$ cat src/rtl/fwp_pkg.sv
// Constants for the flash write protection registers
package fwp_pkg;
  // Register byte offsets
  localparam logic [7:0] OFF_STATUS = 8'h06;
  localparam logic [7:0] OFF_PPROT = 8'h08;
  localparam logic [7:0] OFF_DPROT = 8'h09;
  // Status register field
  localparam int VIOL_BIT = 4;
  // Program-flash protection fields
  localparam int P_OPEN_BIT = 7;
  localparam int P_RNV_BIT = 6;
  localparam int P_HDIS_BIT = 5;
  localparam int P_HS_LSB = 3;
  localparam int P_LDIS_BIT = 2;
  localparam int P_LS_LSB = 0;
  // Data-flash protection fields
  localparam int D_OPEN_BIT = 7;
  localparam logic [7:0] D_IMPL_MASK = 8'h8f;
  // Values before the configuration load, and after a double fault
  localparam logic [7:0] P_FULL_PROT = 8'h7f;
  localparam logic [7:0] D_FULL_PROT = 8'h0f;
  localparam logic [7:0] P_RESET = P_FULL_PROT;
  localparam logic [7:0] D_RESET = D_FULL_PROT;
  // Flash locations of the configuration bytes
  localparam logic [17:0] CFG_PPROT_ADDR = 18'h3_ff0c;
  localparam logic [17:0] CFG_DPROT_ADDR = 18'h3_ff0d;
  // Program-flash ranges
  localparam logic [17:0] PF_BASE = 18'h3_4000;
  localparam logic [17:0] HI_TOP = 18'h3_ffff;
  localparam logic [17:0] HI_MIN_SIZE = 18'h0_0800;
  localparam logic [17:0] LO_BASE = 18'h3_8000;
  localparam logic [17:0] LO_MIN_SIZE = 18'h0_0400;
  // Data-flash range, protected length is (code + 1) << D_STEP_SHIFT
  localparam logic [17:0] DF_BASE = 18'h0_4400;
  localparam logic [17:0] DF_LIMIT = 18'h0_5400;
  localparam int D_STEP_SHIFT = 8;
  // Allowed scenario moves, byte [from], bit [to]
  localparam logic [7:0][7:0] SCEN_OK = {
    8'hff, 8'h5a, 8'h3c, 8'h18, 8'h08, 8'h0c, 8'h0a, 8'h0f
  };
endpackage : fwp_pkg

$ cat src/rtl/fwp_regs.sv
// Flash write protection registers and program/erase protection check
// Notes on behaviour
// - Program protection writes to a disallowed scenario are discarded unchanged.
// - Program protection register always equals the enforced scenario.
// - Allowed moves follow the from/to scenario table; scenario 7 goes anywhere.
// - Program protection loads from configuration byte at 0x3_FF0C at reset.
// - Double fault on that load gives full program protection.
// - Program or erase of protected program flash refused, violation flag set.
// - Program flash block erase refused if any sector in it protected.
// - High disable bit 5 enables or disables the high range.
// - High size field writable only while high disable is set.
// - High range ends at 0x3_FFFF, 2 to 16 Kbytes by code.
// - Low range starts at 0x3_8000, 1 to 8 Kbytes by code.
// - Open bit 1 protects enabled ranges; open 0 protects everything else.
// - Data protection writes only raise size; open bit only 1 to 0.
// - Data open bit 1 leaves data flash unprotected, size ignored.
// - Data open bit at 7, size code at bits 3 to 0.
// - Data protection loads from configuration byte at 0x3_FF0D at reset.
// - Double fault on that load gives full data protection.
// - Program or erase of protected data flash refused, violation flag set.
// - Data flash block erase refused if any data sector protected.
// - Data range starts at 0x0_4400, length 256 bytes times code plus one.
// - Violation flag blocks commands; cleared only by writing one.
//
// Design decision made here: strobed register access.
`timescale 1ns/1ns
`default_nettype none

module fwp_regs (
  // Clock and reset
  input wire logic clk_i,
  input wire logic reset_i,
  // Register port
  input wire logic [7:0] addr_i,
  input wire logic [7:0] wdata_i,
  input wire logic wr_i,
  input wire logic rd_i,
  output logic [7:0] rdata_o,
  // Configuration load from the flash reset sequence
  input wire logic cfg_load_i,
  input wire logic [7:0] cfg_pbyte_i,
  input wire logic [7:0] cfg_dbyte_i,
  input wire logic cfg_pfault_i,
  input wire logic cfg_dfault_i,
  // Program/erase check from the command sequencer
  input wire logic chk_req_i,
  input wire logic [17:0] chk_addr_i,
  input wire logic chk_block_i,
  output logic chk_done_o,
  output logic chk_ok_o,
  // Status
  output logic viol_o,
  output logic [7:0] pprot_o,
  output logic [7:0] dprot_o
);

  logic [7:0] pprot_q;
  logic [7:0] dprot_q;
  logic viol_q;
  logic [7:0] rdata_q;
  logic chk_done_q;
  logic chk_ok_q;

  // Bus decode
  logic wr_pprot;
  logic wr_dprot;
  logic wr_status;
  assign wr_pprot = wr_i && (addr_i == fwp_pkg::OFF_PPROT);
  assign wr_dprot = wr_i && (addr_i == fwp_pkg::OFF_DPROT);
  assign wr_status = wr_i && (addr_i == fwp_pkg::OFF_STATUS);

  function automatic logic [2:0] scen_of(input logic [7:0] v);
    scen_of = {v[fwp_pkg::P_OPEN_BIT], v[fwp_pkg::P_HDIS_BIT], v[fwp_pkg::P_LDIS_BIT]};
  endfunction : scen_of

  // Candidate program value: size fields are locked while their range is live
  logic [7:0] p_cand;
  logic [2:0] scen_cur;
  logic [2:0] scen_new;
  logic p_allowed;
  always_comb begin
    p_cand = pprot_q;
    p_cand[fwp_pkg::P_OPEN_BIT] = wdata_i[fwp_pkg::P_OPEN_BIT];
    p_cand[fwp_pkg::P_HDIS_BIT] = wdata_i[fwp_pkg::P_HDIS_BIT];
    p_cand[fwp_pkg::P_LDIS_BIT] = wdata_i[fwp_pkg::P_LDIS_BIT];
    if (pprot_q[fwp_pkg::P_HDIS_BIT]) begin
      p_cand[fwp_pkg::P_HS_LSB +: 2] = wdata_i[fwp_pkg::P_HS_LSB +: 2];
    end
    // Low size gated the same way
    if (pprot_q[fwp_pkg::P_LDIS_BIT]) begin
      p_cand[fwp_pkg::P_LS_LSB +: 2] = wdata_i[fwp_pkg::P_LS_LSB +: 2];
    end
  end

  assign scen_cur = scen_of(pprot_q);
  assign scen_new = scen_of(p_cand);
  assign p_allowed = fwp_pkg::SCEN_OK[scen_cur][scen_new];

  // Program protection register; reserved bit 6 only comes from the load
  always_ff @(posedge clk_i or posedge reset_i) begin
    if (reset_i) begin
      pprot_q <= fwp_pkg::P_RESET;
    end else if (cfg_load_i) begin
      if (cfg_pfault_i) begin
        pprot_q <= fwp_pkg::P_FULL_PROT;
      end else begin
        pprot_q <= cfg_pbyte_i;
      end
    end else if (wr_pprot && p_allowed) begin
      pprot_q <= p_cand;
    end
  end

  // Data protection candidate: open only clears, size only rises
  logic [7:0] d_cand;
  logic [3:0] d_size_new;
  always_comb begin
    d_cand = dprot_q & fwp_pkg::D_IMPL_MASK;
    d_size_new = wdata_i[3:0];
    if (!wdata_i[fwp_pkg::D_OPEN_BIT]) begin
      d_cand[fwp_pkg::D_OPEN_BIT] = 1'b0;
    end
    if (d_size_new > dprot_q[3:0]) begin
      d_cand[3:0] = d_size_new;
    end
  end

  // Data protection register
  always_ff @(posedge clk_i or posedge reset_i) begin
    if (reset_i) begin
      dprot_q <= fwp_pkg::D_RESET;
    end else if (cfg_load_i) begin
      if (cfg_dfault_i) begin
        dprot_q <= fwp_pkg::D_FULL_PROT;
      end else begin
        dprot_q <= cfg_dbyte_i & fwp_pkg::D_IMPL_MASK;
      end
    end else if (wr_dprot) begin
      dprot_q <= d_cand;
    end
  end

  // high range start, 2K shifted by the size code
  logic [17:0] hi_start;
  logic [17:0] lo_end;
  logic in_hi;
  logic in_lo;
  logic in_pf;
  logic p_hit;
  assign hi_start = fwp_pkg::HI_TOP
                    - ((fwp_pkg::HI_MIN_SIZE << pprot_q[fwp_pkg::P_HS_LSB +: 2]) - 18'h1);
  // low range end, 1K shifted by the size code
  assign lo_end = fwp_pkg::LO_BASE
                  + ((fwp_pkg::LO_MIN_SIZE << pprot_q[fwp_pkg::P_LS_LSB +: 2]) - 18'h1);
  assign in_hi = !pprot_q[fwp_pkg::P_HDIS_BIT] && (chk_addr_i >= hi_start);
  assign in_lo = !pprot_q[fwp_pkg::P_LDIS_BIT] && (chk_addr_i >= fwp_pkg::LO_BASE)
                 && (chk_addr_i <= lo_end);
  assign in_pf = chk_addr_i >= fwp_pkg::PF_BASE;
  // open bit sets the sense of the ranges
  assign p_hit = pprot_q[fwp_pkg::P_OPEN_BIT] ? (in_hi || in_lo) : !(in_hi || in_lo);

  // data range length from size code
  logic [17:0] d_end;
  logic in_df;
  logic d_hit;
  assign d_end = fwp_pkg::DF_BASE
                 + (18'({14'h0, dprot_q[3:0]} + 18'h1) << fwp_pkg::D_STEP_SHIFT);
  assign in_df = (chk_addr_i >= fwp_pkg::DF_BASE) && (chk_addr_i < fwp_pkg::DF_LIMIT);
  // open data flash ignores the size
  assign d_hit = !dprot_q[fwp_pkg::D_OPEN_BIT] && (chk_addr_i < d_end);

  // Protection verdict for the requested operation
  logic p_any;
  logic refuse;
  assign p_any = scen_cur != 3'h7;
  always_comb begin
    refuse = 1'b0;
    if (in_pf) begin
      // program block erase needs all sectors open
      if (chk_block_i) begin
        refuse = p_any;
      end else begin
        refuse = p_hit;
      end
    end else if (in_df) begin
      // data block erase needs no protection
      if (chk_block_i) begin
        refuse = !dprot_q[fwp_pkg::D_OPEN_BIT];
      end else begin
        refuse = d_hit;
      end
    end
  end

  // Check answer one cycle after the request
  always_ff @(posedge clk_i or posedge reset_i) begin
    if (reset_i) begin
      chk_done_q <= 1'b0;
      chk_ok_q <= 1'b0;
    end else begin
      chk_done_q <= chk_req_i;
      chk_ok_q <= chk_req_i && !viol_q && !refuse;
    end
  end

  // Violation flag; a new violation wins over a same-cycle clear
  always_ff @(posedge clk_i or posedge reset_i) begin
    if (reset_i) begin
      viol_q <= 1'b0;
    end else if (chk_req_i && !viol_q && refuse) begin
      viol_q <= 1'b1;
    end else if (wr_status && wdata_i[fwp_pkg::VIOL_BIT]) begin
      viol_q <= 1'b0;
    end
  end

  // Read data, valid only the cycle after the strobe; unmapped reads zero
  always_ff @(posedge clk_i or posedge reset_i) begin
    if (reset_i) begin
      rdata_q <= 8'h00;
    end else if (!rd_i) begin
      rdata_q <= 8'h00;
    end else if (addr_i == fwp_pkg::OFF_PPROT) begin
      rdata_q <= pprot_q;
    end else if (addr_i == fwp_pkg::OFF_DPROT) begin
      rdata_q <= dprot_q;
    end else if (addr_i == fwp_pkg::OFF_STATUS) begin
      rdata_q <= {3'h0, viol_q, 4'h0};
    end else begin
      rdata_q <= 8'h00;
    end
  end

  // Outputs straight from flops
  assign rdata_o = rdata_q;
  assign chk_done_o = chk_done_q;
  assign chk_ok_o = chk_ok_q;
  assign viol_o = viol_q;
  assign pprot_o = pprot_q;
  assign dprot_o = dprot_q;
endmodule : fwp_regs

`default_nettype wire

$ cat config.mk
export PLATFORM = sky130hd
export DESIGN_NAME = fwp_regs
export DESIGN_NICKNAME = d
export VERILOG_FILES = /design/src/rtl/fwp_pkg.sv /design/src/rtl/fwp_regs.sv
export SDC_FILE = /design/constraint.sdc
export NUM_CORES = 1
export LEC_CHECK = 0
export ABC_AREA = 0
export ABC_CLOCK_PERIOD_IN_PS = 3100
export BUFFER_PORTS_ARGS = -buffer_cell sky130_fd_sc_hd__buf_2
export CAP_MARGIN = 0
export CORE_UTILIZATION = 45
export DETAILED_ROUTE_END_ITERATION = 12
export PLACE_DENSITY = 0.78
export SYNTH_ARGS = -nofsm -noshare
export SYNTH_HDL_FRONTEND = slang
export SYNTH_SLANG_ARGS = --single-unit
$ cat constraint.sdc
create_clock -name clk_i -period 3.1 [get_ports clk_i]
set_input_delay 0.465 -clock clk_i [delete_from_list [all_inputs] [get_ports clk_i]]
set_output_delay 0.465 -clock clk_i [all_outputs]
set_load 0.02 [all_outputs]
# ---- Word-level counts from Yosys, hierarchy flattened
# Memory sizes are Yosys's and may differ from the RTL's.
# Index checks and enable logic that the tools add are counted.
dict set report totals {
  regBits 27
  rom_bits 64
  inputBits 59
  out_inout_bits 27
  memories 1
}
dict set report op_classes {
  n_addsub 6
  magnitude_cmp 10
  n_eq_ne 5
  shift 2
  n_mux 24
  n_reduce_logical 30
}
# memory words width rd rd_clocked_by_memory_dff write_ports line
set mem_list {}
lappend mem_list {{(name not given)} 8 8 1 0 0 fwp_regs.sv:97} ;# assign p_allowed = fwp_pkg::SCEN_OK[scen_cur][scen_new];
# op n
set op_table {}
lappend op_table {{two-way mux 8 bit} 10}
lappend op_table {{>= comparator 18 bit (second input constant)} 2}
lappend op_table {{subtractor 18 x 1 -> 18 bit (second input constant)} 2}
lappend op_table {{adder 18 bit (first input constant)} 1}
lappend op_table {{>= comparator 18 x 15 -> 1 bit (second input constant)} 1}
lappend op_table {{>= comparator 18 bit} 1}
lappend op_table {{less-or-equal comparator 18 bit} 1}
lappend op_table {{< comparator 18 x 15 -> 1 bit (second input constant)} 1}
lappend op_table {{< comparator 18 x 16 -> 1 bit} 1}
lappend op_table {{<< shifter 11 x 2 -> 18 bit (first input constant)} 1}
lappend op_table {{<< shifter 12 x 2 -> 18 bit (first input constant)} 1}
lappend op_table {{subtractor 18 bit (first input constant)} 1}
lappend op_table {{adder 15 x 13 -> 16 bit (first input constant)} 1}
lappend op_table {{equality test 8 x 4 -> 1 bit (second input constant)} 2}
lappend op_table {{logical AND 1 bit} 13}
lappend op_table {{nonzero test 2 bit} 6}
lappend op_table {{two-way mux 1 bit} 9}
lappend op_table {{equality test 8 x 3 -> 1 bit (second input constant)} 1}
lappend op_table {{< comparator 3 x 4 -> 1 bit (second input constant)} 2}
lappend op_table {{AND reduction 2 bit} 4}
lappend op_table {{zero test 1 bit} 6}
lappend op_table {{adder 4 x 1 -> 5 bit (second input constant)} 1}
lappend op_table {{two-way mux 5 bit} 1}
lappend op_table {{> comparator 4 bit} 1}
lappend op_table {{6 further kinds} 7}

# ---- Logic depth before layout (Yosys ltp)
# Gate-level depths: netlist (run 1).
dict set report logic_depth {
  word_depth 12
  depth_mapped 10
  mapped_depth_nobuf 10
}

# ---- Worst setup path after synthesis (run 1)
# OpenSTA, ideal clock, no wires.
dict set report synth_timing {
  path_kind {reg2reg}
  start {register dprot_q[0], in the netlist dprot_o[0]}
  end {register viol_q, in the netlist viol_o}
  setup_time_ns 0.083
  arrival_time_ns 2.369
  t_required_ns 3.017
  path_slack_ns 0.649
  path_stages_with_launch 11
  cell_sequence {dfstp_2 -> ha_1 -> xor2_1 -> ha_1 -> xor2_1 -> ha_1 -> and4b_1 -> o2bb2ai_1 -> a311o_1 -> a2bb2oi_1 -> o21ai_0}
}
dict set report synth_between {
  elab_chain_len 9
  elab_cells_between_ends 10
  cone_classes {add/sub: 2; order compare: 1; mux: 4; reduce/logical: 3}
}
# element line
set synth_rtl {}
lappend synth_rtl {{from (decl)} fwp_regs.sv:58} ;# logic [7:0] dprot_q;
lappend synth_rtl {{from (signal assigned)} fwp_regs.sv:131} ;# dprot_q <= fwp_pkg::D_RESET;
lappend synth_rtl {{from (signal assigned)} fwp_regs.sv:134} ;# dprot_q <= fwp_pkg::D_FULL_PROT;
lappend synth_rtl {{from (signal assigned)} fwp_regs.sv:136} ;# dprot_q <= cfg_dbyte_i & fwp_pkg::D_IMPL_MASK;
lappend synth_rtl {{adder 4 x 1 -> 5 bit *} fwp_regs.sv:167} ;# + (18'({14'h0, dprot_q[3:0]} + 18'h1) << fwp_pkg::D_STEP_SHIFT);
lappend synth_rtl {{adder 15 x 13 -> 16 bit *} fwp_regs.sv:167}
lappend synth_rtl {{< comparator 18 x 16 -> 1 bit *} fwp_regs.sv:170} ;# assign d_hit = !dprot_q[fwp_pkg::D_OPEN_BIT] && (chk_addr_i < d_end);
lappend synth_rtl {{logical AND 1 bit *} fwp_regs.sv:170}
lappend synth_rtl {{two-way mux 1 bit *} fwp_regs.sv:187} ;# if (chk_block_i) begin
lappend synth_rtl {{two-way mux 1 bit *} fwp_regs.sv:185} ;# end else if (in_df) begin
lappend synth_rtl {{two-way mux 1 bit *} fwp_regs.sv:178} ;# if (in_pf) begin
lappend synth_rtl {{logical AND 1 bit *} fwp_regs.sv:210} ;# end else if (chk_req_i && !viol_q && refuse) begin
lappend synth_rtl {{two-way mux 1 bit / nonzero test 2 bit (equally long branches)} -}
lappend synth_rtl {{to (signal assigned)} fwp_regs.sv:209} ;# viol_q <= 1'b0;
lappend synth_rtl {{to (signal assigned)} fwp_regs.sv:211} ;# viol_q <= 1'b1;
lappend synth_rtl {{to (signal assigned)} fwp_regs.sv:213} ;# viol_q <= 1'b0;
lappend synth_rtl {{to (decl)} fwp_regs.sv:59} ;# logic viol_q;
# Mark *: on every way between the ends. The rest lies on a longest branch, timed or not.
# A chain may end at the register's enable or synchronous reset.

# ---- Worst setup path in the final report (run 1)
# Ends and elaborated chain as after synthesis.

==> summary.txt, run 1 <==
Status
  – Status: complete, no violations

Finish
  – FILL cells: around 430
  – Layout cells sized above 1: 34.5%
  – Commonest non-fill, non-tap cells in the layout: 78 x buf_2, 25 x nor2_1, 21 x ha_1
  – ANT cells: 0
  – Commonest non-fill, non-tap cell in the layout: buf_2
  – Final nets: around 390
  – Layout area overhead: 23.2%
  – Reg area: around 600 sq um
  – Non-Filler Instances: 359
  – Multi-input gate area: approximately 0.0013 sq mm

Timing
  – Final number of hold-violating endpoints: 0
  – Slew @ Worst Pin: about 930 ps
  – Fmax: between 300 and 400 MHz
  – Crit share post-route: roughly 83%
  – Max-slew violation count: 0
  – Period minus WS final: between 2000 and 3000 ps
  – Setup violators final: 0
  – Worst slew margin: a little under two fifths
  – Total Neg Setup Slack: 0 ps
  – Clock Skews: 1.96 ps
  – RSZ-0062 raised after global routing: no

Critical path
  – Critical Path Source Type: register
  – CP endpoint kind: register
  – Crit Path Max Fanout: 7
  – R2R Path Start: dprot_o[0]
  – FF-to-FF End: viol_o
  – R2R Setup Slk: between 500 and 600 ps
  – Worst R2R Path Depth: 10
  – WS Path Type: register to register
  – Critical path required time: about 3300 ps
  – Worst Setup SP: dprot_o[0]
  – Data arrival, critical path: approximately 2800 ps

Synthesis
  – Netlist cell types: 59
  – Post-synth top flop: dfrtp_1
  – Synth top area share: 15.9%
  – Post-synthesis cell count: 232
  – Post-synth EDFFs: 0
  – Warnings, synthesis: 0
  – Asr flop ratio synth: 100%
  – Synthesized cell area: between 0.002 and 0.0025 sq mm
  – Synth Area per Inst: roughly 8.8 sq um
  – Ranking of synthesized cells by area: dfrtp_1 16%, dfstp_2 14%, ha_1 13%
  – Register area share after synthesis: between 30% and 40%
  – Leading area contributor after synthesis: dfrtp_1
  – Register bit total from synthesis: 24

Power and ir drop
  – Leak pwr: between 1 and 1.5 nW
  – Comb pwr share: between 30% and 40%
  – Clock power frac: between 20% and 30%
  – P_int: about 640 uW
  – Switching portion of total power: about a third
  – Switch Pwr: about 300 uW
  – Peak supply drop: approximately 250 uV
  – PD cells: roughly 380 mW/mm^2
  – Sequential share of power: about two fifths

Min path
  – Hold path endpoint: chk_done_o
  – Hold Path Depth: 1
  – Hold path startpoint: chk_req_i
  – Type of the tightest min-delay check: input pin to register

CTS
  – Clock Latency Late Sink: 260 ps
  – Clock tree buffer depth: 2
  – Post-CTS Setup Repair Bufs: 0
  – Post-CTS Hold Fix Bufs: 0
  – Post_cts resized: 0
  – Reg clk slew, reported paths: approximately 80 ps
  – # clock sinks: 24
  – Clk root buf: clkbuf_8
  – TritonCTS clock tree: built
  – CTS HTree Levels: 1
  – CTS buffer count: 3

Die
  – Starting Density: about 47%
  – I/O pins: 86
  – Die Area: just under 0.005 sq mm
  – Core Area: between 0.004 and 0.005 sq mm
  – Rows: 24
  – Die Height: a little under 70 um
  – DIE WIDTH: around 69 um

Placed design
  – Gpl congestion: between 0.9 and 1
  – Post-detailed-placement half-perimeter wirelength: ~4200 um
  – I/O Buffers: 78
  – Inst Count DP: between 300 and 400

GRT
  – First-pass GRT wire length: slightly below 9000 um
  – Vias in the first global route: 1,969
  – Met3 usage: under 10%
  – Gr busiest metal: met2
  – Initial antenna violation count: 0
  – Gr ovfl total: 0
  – Largest net degree at the start of global routing: 25
  – Overall routing resource usage: around 22%
  – Met2 usage: between 30 and 40%
  – M1 GR Usage: about 28%

Flow run
  – Max-cap violation count: 0

Routing
  – Avg Vias per Cell: 5.69
  – 1st-iter DRT viols: approximately 110
  – Via count of the routed design: just over 2,000
  – Number of remaining DRC errors: 0
  – ANT nets after route: 0
  – First-pass DRT Iterations: 4
  – Final wirelength: between 5000 and 6000 um
  – Drt wl/cell: ~15 um
==> synthesized netlist by cell type, types with 2 or more instances <==
| cell | n |
|---|---|
| nor2_1 | 25 |
| ha_1 | 21 |
| inv_1 | 16 |
| dfrtp_1 | 13 |
| nand2_1 | 12 |
| dfstp_2 | 11 |
| a21oi_1 | 9 |
| nand4_1 | 9 |
| o21ai_0 | 8 |
| nand3_1 | 7 |
| and2_1 | 6 |
| nand2b_1 | 6 |
| a2111oi_0 | 5 |
| a41oi_1 | 5 |
| mux2i_1 | 5 |
| a21oi_2 | 4 |
| a41o_1 | 4 |
| nor2b_1 | 4 |
| a21o_1 | 3 |
| a311oi_1 | 3 |
| buf_2 | 3 |
| buf_4 | 3 |
| a211oi_1 | 2 |
| buf_6 | 2 |
| clkbuf_1 | 2 |
| conb_1 | 2 |
| nand4bb_1 | 2 |
| nor2_2 | 2 |
| nor3_1 | 2 |
| nor4_1 | 2 |
| o211ai_1 | 2 |
| o21a_1 | 2 |
| or2_2 | 2 |
| or4_4 | 2 |
| xor2_1 | 2 |
==> registers in the layout (all words and copies together), names as in the netlist <==
signal,cells
viol_o,1
chk_ok_o,1
dprot_o,5
pprot_o,8
rdata_o,8
chk_done_o,1
==> how the worst max path moves through the flow <==
stage | endpoint | slack [ps] | cells past startpoint
after floorplan | viol_o | 650 | 10
after global placement | viol_o | 610 | 10
after detailed placement | viol_o | 550 | 10
after CTS | viol_o | 540 | 10
after global routing | viol_o | 360 | 10
final | viol_o | 540 | 10
==> per-stage QoR <==
step | power, mW | util (%) | worst slack [ps] | hold WS, ps | area, sq um
2_1_floorplan | 0.575 | - | 649 | 471 | 2060
3_3_place_gp | 0.671 | 56.2 | 613 | 520 | 2450
3_5_place_dp | 0.681 | 56.2 | 550 | 524 | 2450
4_1_cts | 0.955 | 57.9 | 537 | 328 | 2520
5_1_grt | 1.01 | 57.9 | 356 | 322 | 2520
6_report | 0.946 | 57.9 | 542 | 333 | 2520
==> worst max-delay path, cell delays in order, from the launching register on <==
cell	delay (ps)
dfstp_2	610
ha_1	200
xor2_1	200
ha_1	190
xor2_1	140
ha_1	240
and4b_1	220
o2bb2ai_1	130
a311o_1	360
a2bb2oi_1	140
o21ai_0	70
==> routing by layer <==
layer / up-vias / wire [um]
li1: 1015 / -
met1: 943 / 2390
met2: 80 / 2480
met3: 6 / 327
met4: 0 / 52
met5: - / 0
==> power by group through the flow <==
stage	clock network (mW)	logic, mW	registers (mW)
3_5_place_dp	0	0.297	0.384
4_1_cts	0.278	0.299	0.378
2_1_floorplan	0	0.177	0.398
5_1_grt	0.294	0.335	0.382
3_3_place_gp	0	0.288	0.383
6_report	0.271	0.297	0.378
==> cells by family after synthesis <==
| group | after synthesis | share of synthesized area (%) |
|---|---|---|
| AOI/OAI and AO/OA | 60 | 22.1 |
| xor gates and xnor gates | 3 | 1.28 |
| adders and majority gates | 21 | 12.8 |
| buffers and inverters | 27 | 6.42 |
| DFF | 24 | 30.0 |
| muxes | 5 | 2.45 |
| other | 2 | 0.367 |
| and+or+nand+nor | 90 | 24.5 |
==> final cells by class <==
| type | count | share of cell area (%) |
|---|---|---|
| multi-input combinational | 184 | 52.0 |
| sequential | 24 | 24.4 |
| timing repair buffer | 79 | 15.8 |
| tap | 52 | 2.58 |
| inverter | 16 | 2.38 |
| clock buffer | 3 | 1.64 |
| clock inverter | 1 | 1.19 |
(Power assumes the default switching activity.)
==> inputs of run 2 (changes only) <==
- ABC_CLOCK_PERIOD_IN_PS: 3100 -> 2200
- CORE_UTILIZATION: 45 -> 44
- PLACE_DENSITY: 0.78 -> 0.79
- clock period: 3.1 -> 2.2 ns (I/O delays scaled with it)
==> summary.txt, run 2 (synthesized netlist as in run 1, its figures left out) <==
Timing
  – Setup violators final: 2 (was 0)
  – Slew @ Worst Pin: 627 ps (was 932 ps)
  – Crit share post-route: 111% (was 82.5%)
  – Hold_ws: 124 ps (was 333 ps)
  – Max-slew violation count: 0 (unchanged)
  – Fmax: 411 MHz (was 391 MHz)
  – Clock Skews: 3.86 ps (was 1.96 ps)
  – Final number of hold-violating endpoints: 0 (unchanged)
  – Final WS setup: -234 ps (was 542 ps)
  – RSZ-0062 raised after global routing: yes (was no)
  – Period minus WS final: 2430 ps (was 2560 ps)
  – Worst slew margin: 58.2% (was 37.8%)

Critical path
  – R2R Setup Slk: -230 ps (was 540 ps)
  – WS Path Type: register to register (unchanged)
  – Critical Path Source Type: register (unchanged)
  – Data arrival, critical path: 2640 ps (was 2750 ps)
  – CP bufs+invs: 0 (unchanged)
  – R2R Path Start: dprot_o[0] (unchanged)
  – Critical path required time: 2400 ps (was 3290 ps)
  – CP Cell Sequence: ha_4 > xor2_4 > ha_2 > xor2_1 > ha_1 > and4b_1 > o2bb2ai_2 > a311o_1 > a2bb2oi_1 > o21ai_1 (was ha_1 > xor2_1 > ha_1 > xor2_1 > ha_1 > and4b_1 > o2bb2ai_1 > a311o_1 > a2bb2oi_1 > o21ai_0)
  – Worst Setup SP: dprot_o[0] (unchanged)
  – CP top delay family: compound AO/OA/AOI/OAI gates (unchanged)
  – Crit Path Max Fanout: 4 (was 7)
  – CP endpoint kind: register (unchanged)
  – Critical Path Max Stage Delay: 580 ps (was 610 ps)
  – Slowest-stage cell, CP: dfstp_2 (unchanged)

Placed design
  – Worst slack at placement: -211 ps (was 550 ps)
  – Post-detailed-placement half-perimeter wirelength: 4380 um (was 4170 um)
  – I/O Buffers: 78 (unchanged)
  – Placed Area: 0.00263 sq mm (was 0.00245 sq mm)
  – Gpl congestion: 0.953 (was 0.916)

Power and ir drop
  – Switch Pwr: 461 uW (was 301 uW)
  – Clock power frac: 27.1% (was 28.6%)
  – Comb pwr share: 36.7% (was 31.4%)
  – Peak supply drop: 309 uV (was 249 uV)
  – PD cells: 514 mW/mm^2 (was 375 mW/mm^2)
  – Leak pwr: 1.36 nW (was 1.24 nW)
  – P_int: 970 uW (was 644 uW)
  – Sequential share of power: 36.2% (was 40.0%)
  – Switching portion of total power: 32.2% (was 31.9%)

CTS
  – Clock tree buffer depth: 2 (unchanged)
  – TritonCTS clock tree: built (unchanged)
  – Clk root buf: clkbuf_8 (unchanged)
  – CTS buffer count: 3 (unchanged)
  – Clock Latency Late Sink: 270 ps (was 260 ps)
  – CTS HTree Levels: 1 (unchanged)
  – Post-CTS Hold Fix Bufs: 0 (unchanged)
  – Reg clk slew, reported paths: 90 ps (was 80 ps)
  – # clock sinks: 24 (unchanged)

Finish
  – Multi-input gate area: 0.00140 sq mm (was 0.00131 sq mm)
  – Final nets: 410 (was 388)
  – FILL cells: 385 (was 429)
  – Layout cells sized above 1: 43.2% (was 34.5%)
  – Layout area overhead: 36.1% (was 23.2%)
  – Reg area: 614 sq um (unchanged)
  – Design area: 0.00279 sq mm (was 0.00252 sq mm)
  – Commonest non-fill, non-tap cell in the layout: buf_2 (unchanged)
  – ANT cells: 0 (unchanged)
  – Commonest non-fill, non-tap cells in the layout: 78 x buf_2, 25 x nor2_1, 22 x buf_4 (was 78 x buf_2, 25 x nor2_1, 21 x ha_1)

GRT
  – Largest net degree at the start of global routing: 18 (was 25)
  – Initial antenna violation count: 0 (unchanged)
  – Vias in the first global route: 2,036 (was 1,969)
  – Gr ovfl total: 0 (unchanged)
  – First-pass GRT wire length: 9250 um (was 8780 um)
  – Overall routing resource usage: 23.6% (was 22.2%)

Die
  – Die Area: 0.00493 sq mm (was 0.00482 sq mm)
  – Core Area: 0.00441 sq mm (was 0.00435 sq mm)
  – DIE WIDTH: 70.2 um (was 69.4 um)
  – Die Height: 70.2 um (was 69.4 um)
  – Rows: 24 (unchanged)
  – Starting Density: 46.3% (was 47.0%)
  – I/O pins: 86 (unchanged)

Status
  – Failing checks: setup timing
  – Status: finished, violations left (was complete, no violations)

Routing
  – Final wirelength: 5600 um (was 5250 um)
  – Drt wl/cell: 14.7 um (was 14.6 um)
  – Number of remaining DRC errors: 0 (unchanged)
  – 1st-iter DRT viols: 100 (was 107)
  – Avg Vias per Cell: 5.63 (was 5.69)
  – Via count of the routed design: 2,144 (was 2,044)
  – ANT nets after route: 0 (unchanged)
  – First-pass DRT Iterations: 5 (was 4)

Flow run
  – Max-cap violation count: 0 (unchanged)

Min path
  – Type of the tightest min-delay check: input pin to async pin (was input pin to register)
[run 2: layout make-up]
cell class,count,area share [%]
multi-input cells,184,50.2
repair buffers,101,20.7
well taps,52,2.34
inverters,16,2.16
clock inverters,1,1.08
clock buffers,3,1.48
flip-flops and latches,24,22.1
[run 2: timing repair]
action | in CTS | in global routing
hold endpoints to repair | 0 | 0
buffers inserted | 2 | 1
resized for setup | 1 | 15
endpoints found under the setup margin | 2 | 10
pin swaps | 1 | 4
[run 2: final timing paths]
| kind | end | cells past startpoint |
|---|---|---|
| min in group clk_i | chk_done_o | 1 |
| worst max register to register | viol_o | 10 |
| max in group asynchronous | dprot_o[0] | 3 |
| worst max-delay path | viol_o | 10 |
| worst min-delay path | rdata_o[6] | 2 |
| worst min register to register | rdata_o[6] | 1 |
[run 2: layer usage]
metal | global-route usage (%) | share of wire (%) | vias to the layer above
met3 | 4.04 | 5.5 | 10
met1 | 30.1 | 43 | 991
met5 | 0 | 0 | -
met4 | 6.44 | 1.2 | 0
li1 | - | - | 1055
met2 | 40.7 | 50 | 88
[run 2: worst reg2reg max path: cells and delay by family, from the launching register on]
family                     cells  cell delay, ps
AOI/OAI and AO/OA              4             640
xor gates and xnor gates       2             330
adders and majority gates      3             610
DFF                            1             580
and+or+nand+nor                1             210
[run 2: power by group through the flow]
stage	registers [mW]	clock network (mW)	logic (mW)
floorplan	0.563	0	0.254
CTS	0.519	0.389	0.499
global route	0.524	0.413	0.589
finish	0.518	0.388	0.525
global placement	0.524	0	0.472
detailed placement	0.526	0	0.487
[run 2: metrics by stage]
step | utilization, % | cells | power, mW | TNS (ps)
2_1_floorplan | - | 235 | 0.817 | -252
3_3_place_gp | 59.5 | 374 | 0.996 | -169
3_5_place_dp | 59.5 | 374 | 1.01 | -379
4_1_cts | 61.5 | 380 | 1.41 | -378
5_1_grt | 63.1 | 381 | 1.53 | -687
6_report | 63.1 | 381 | 1.43 | -420
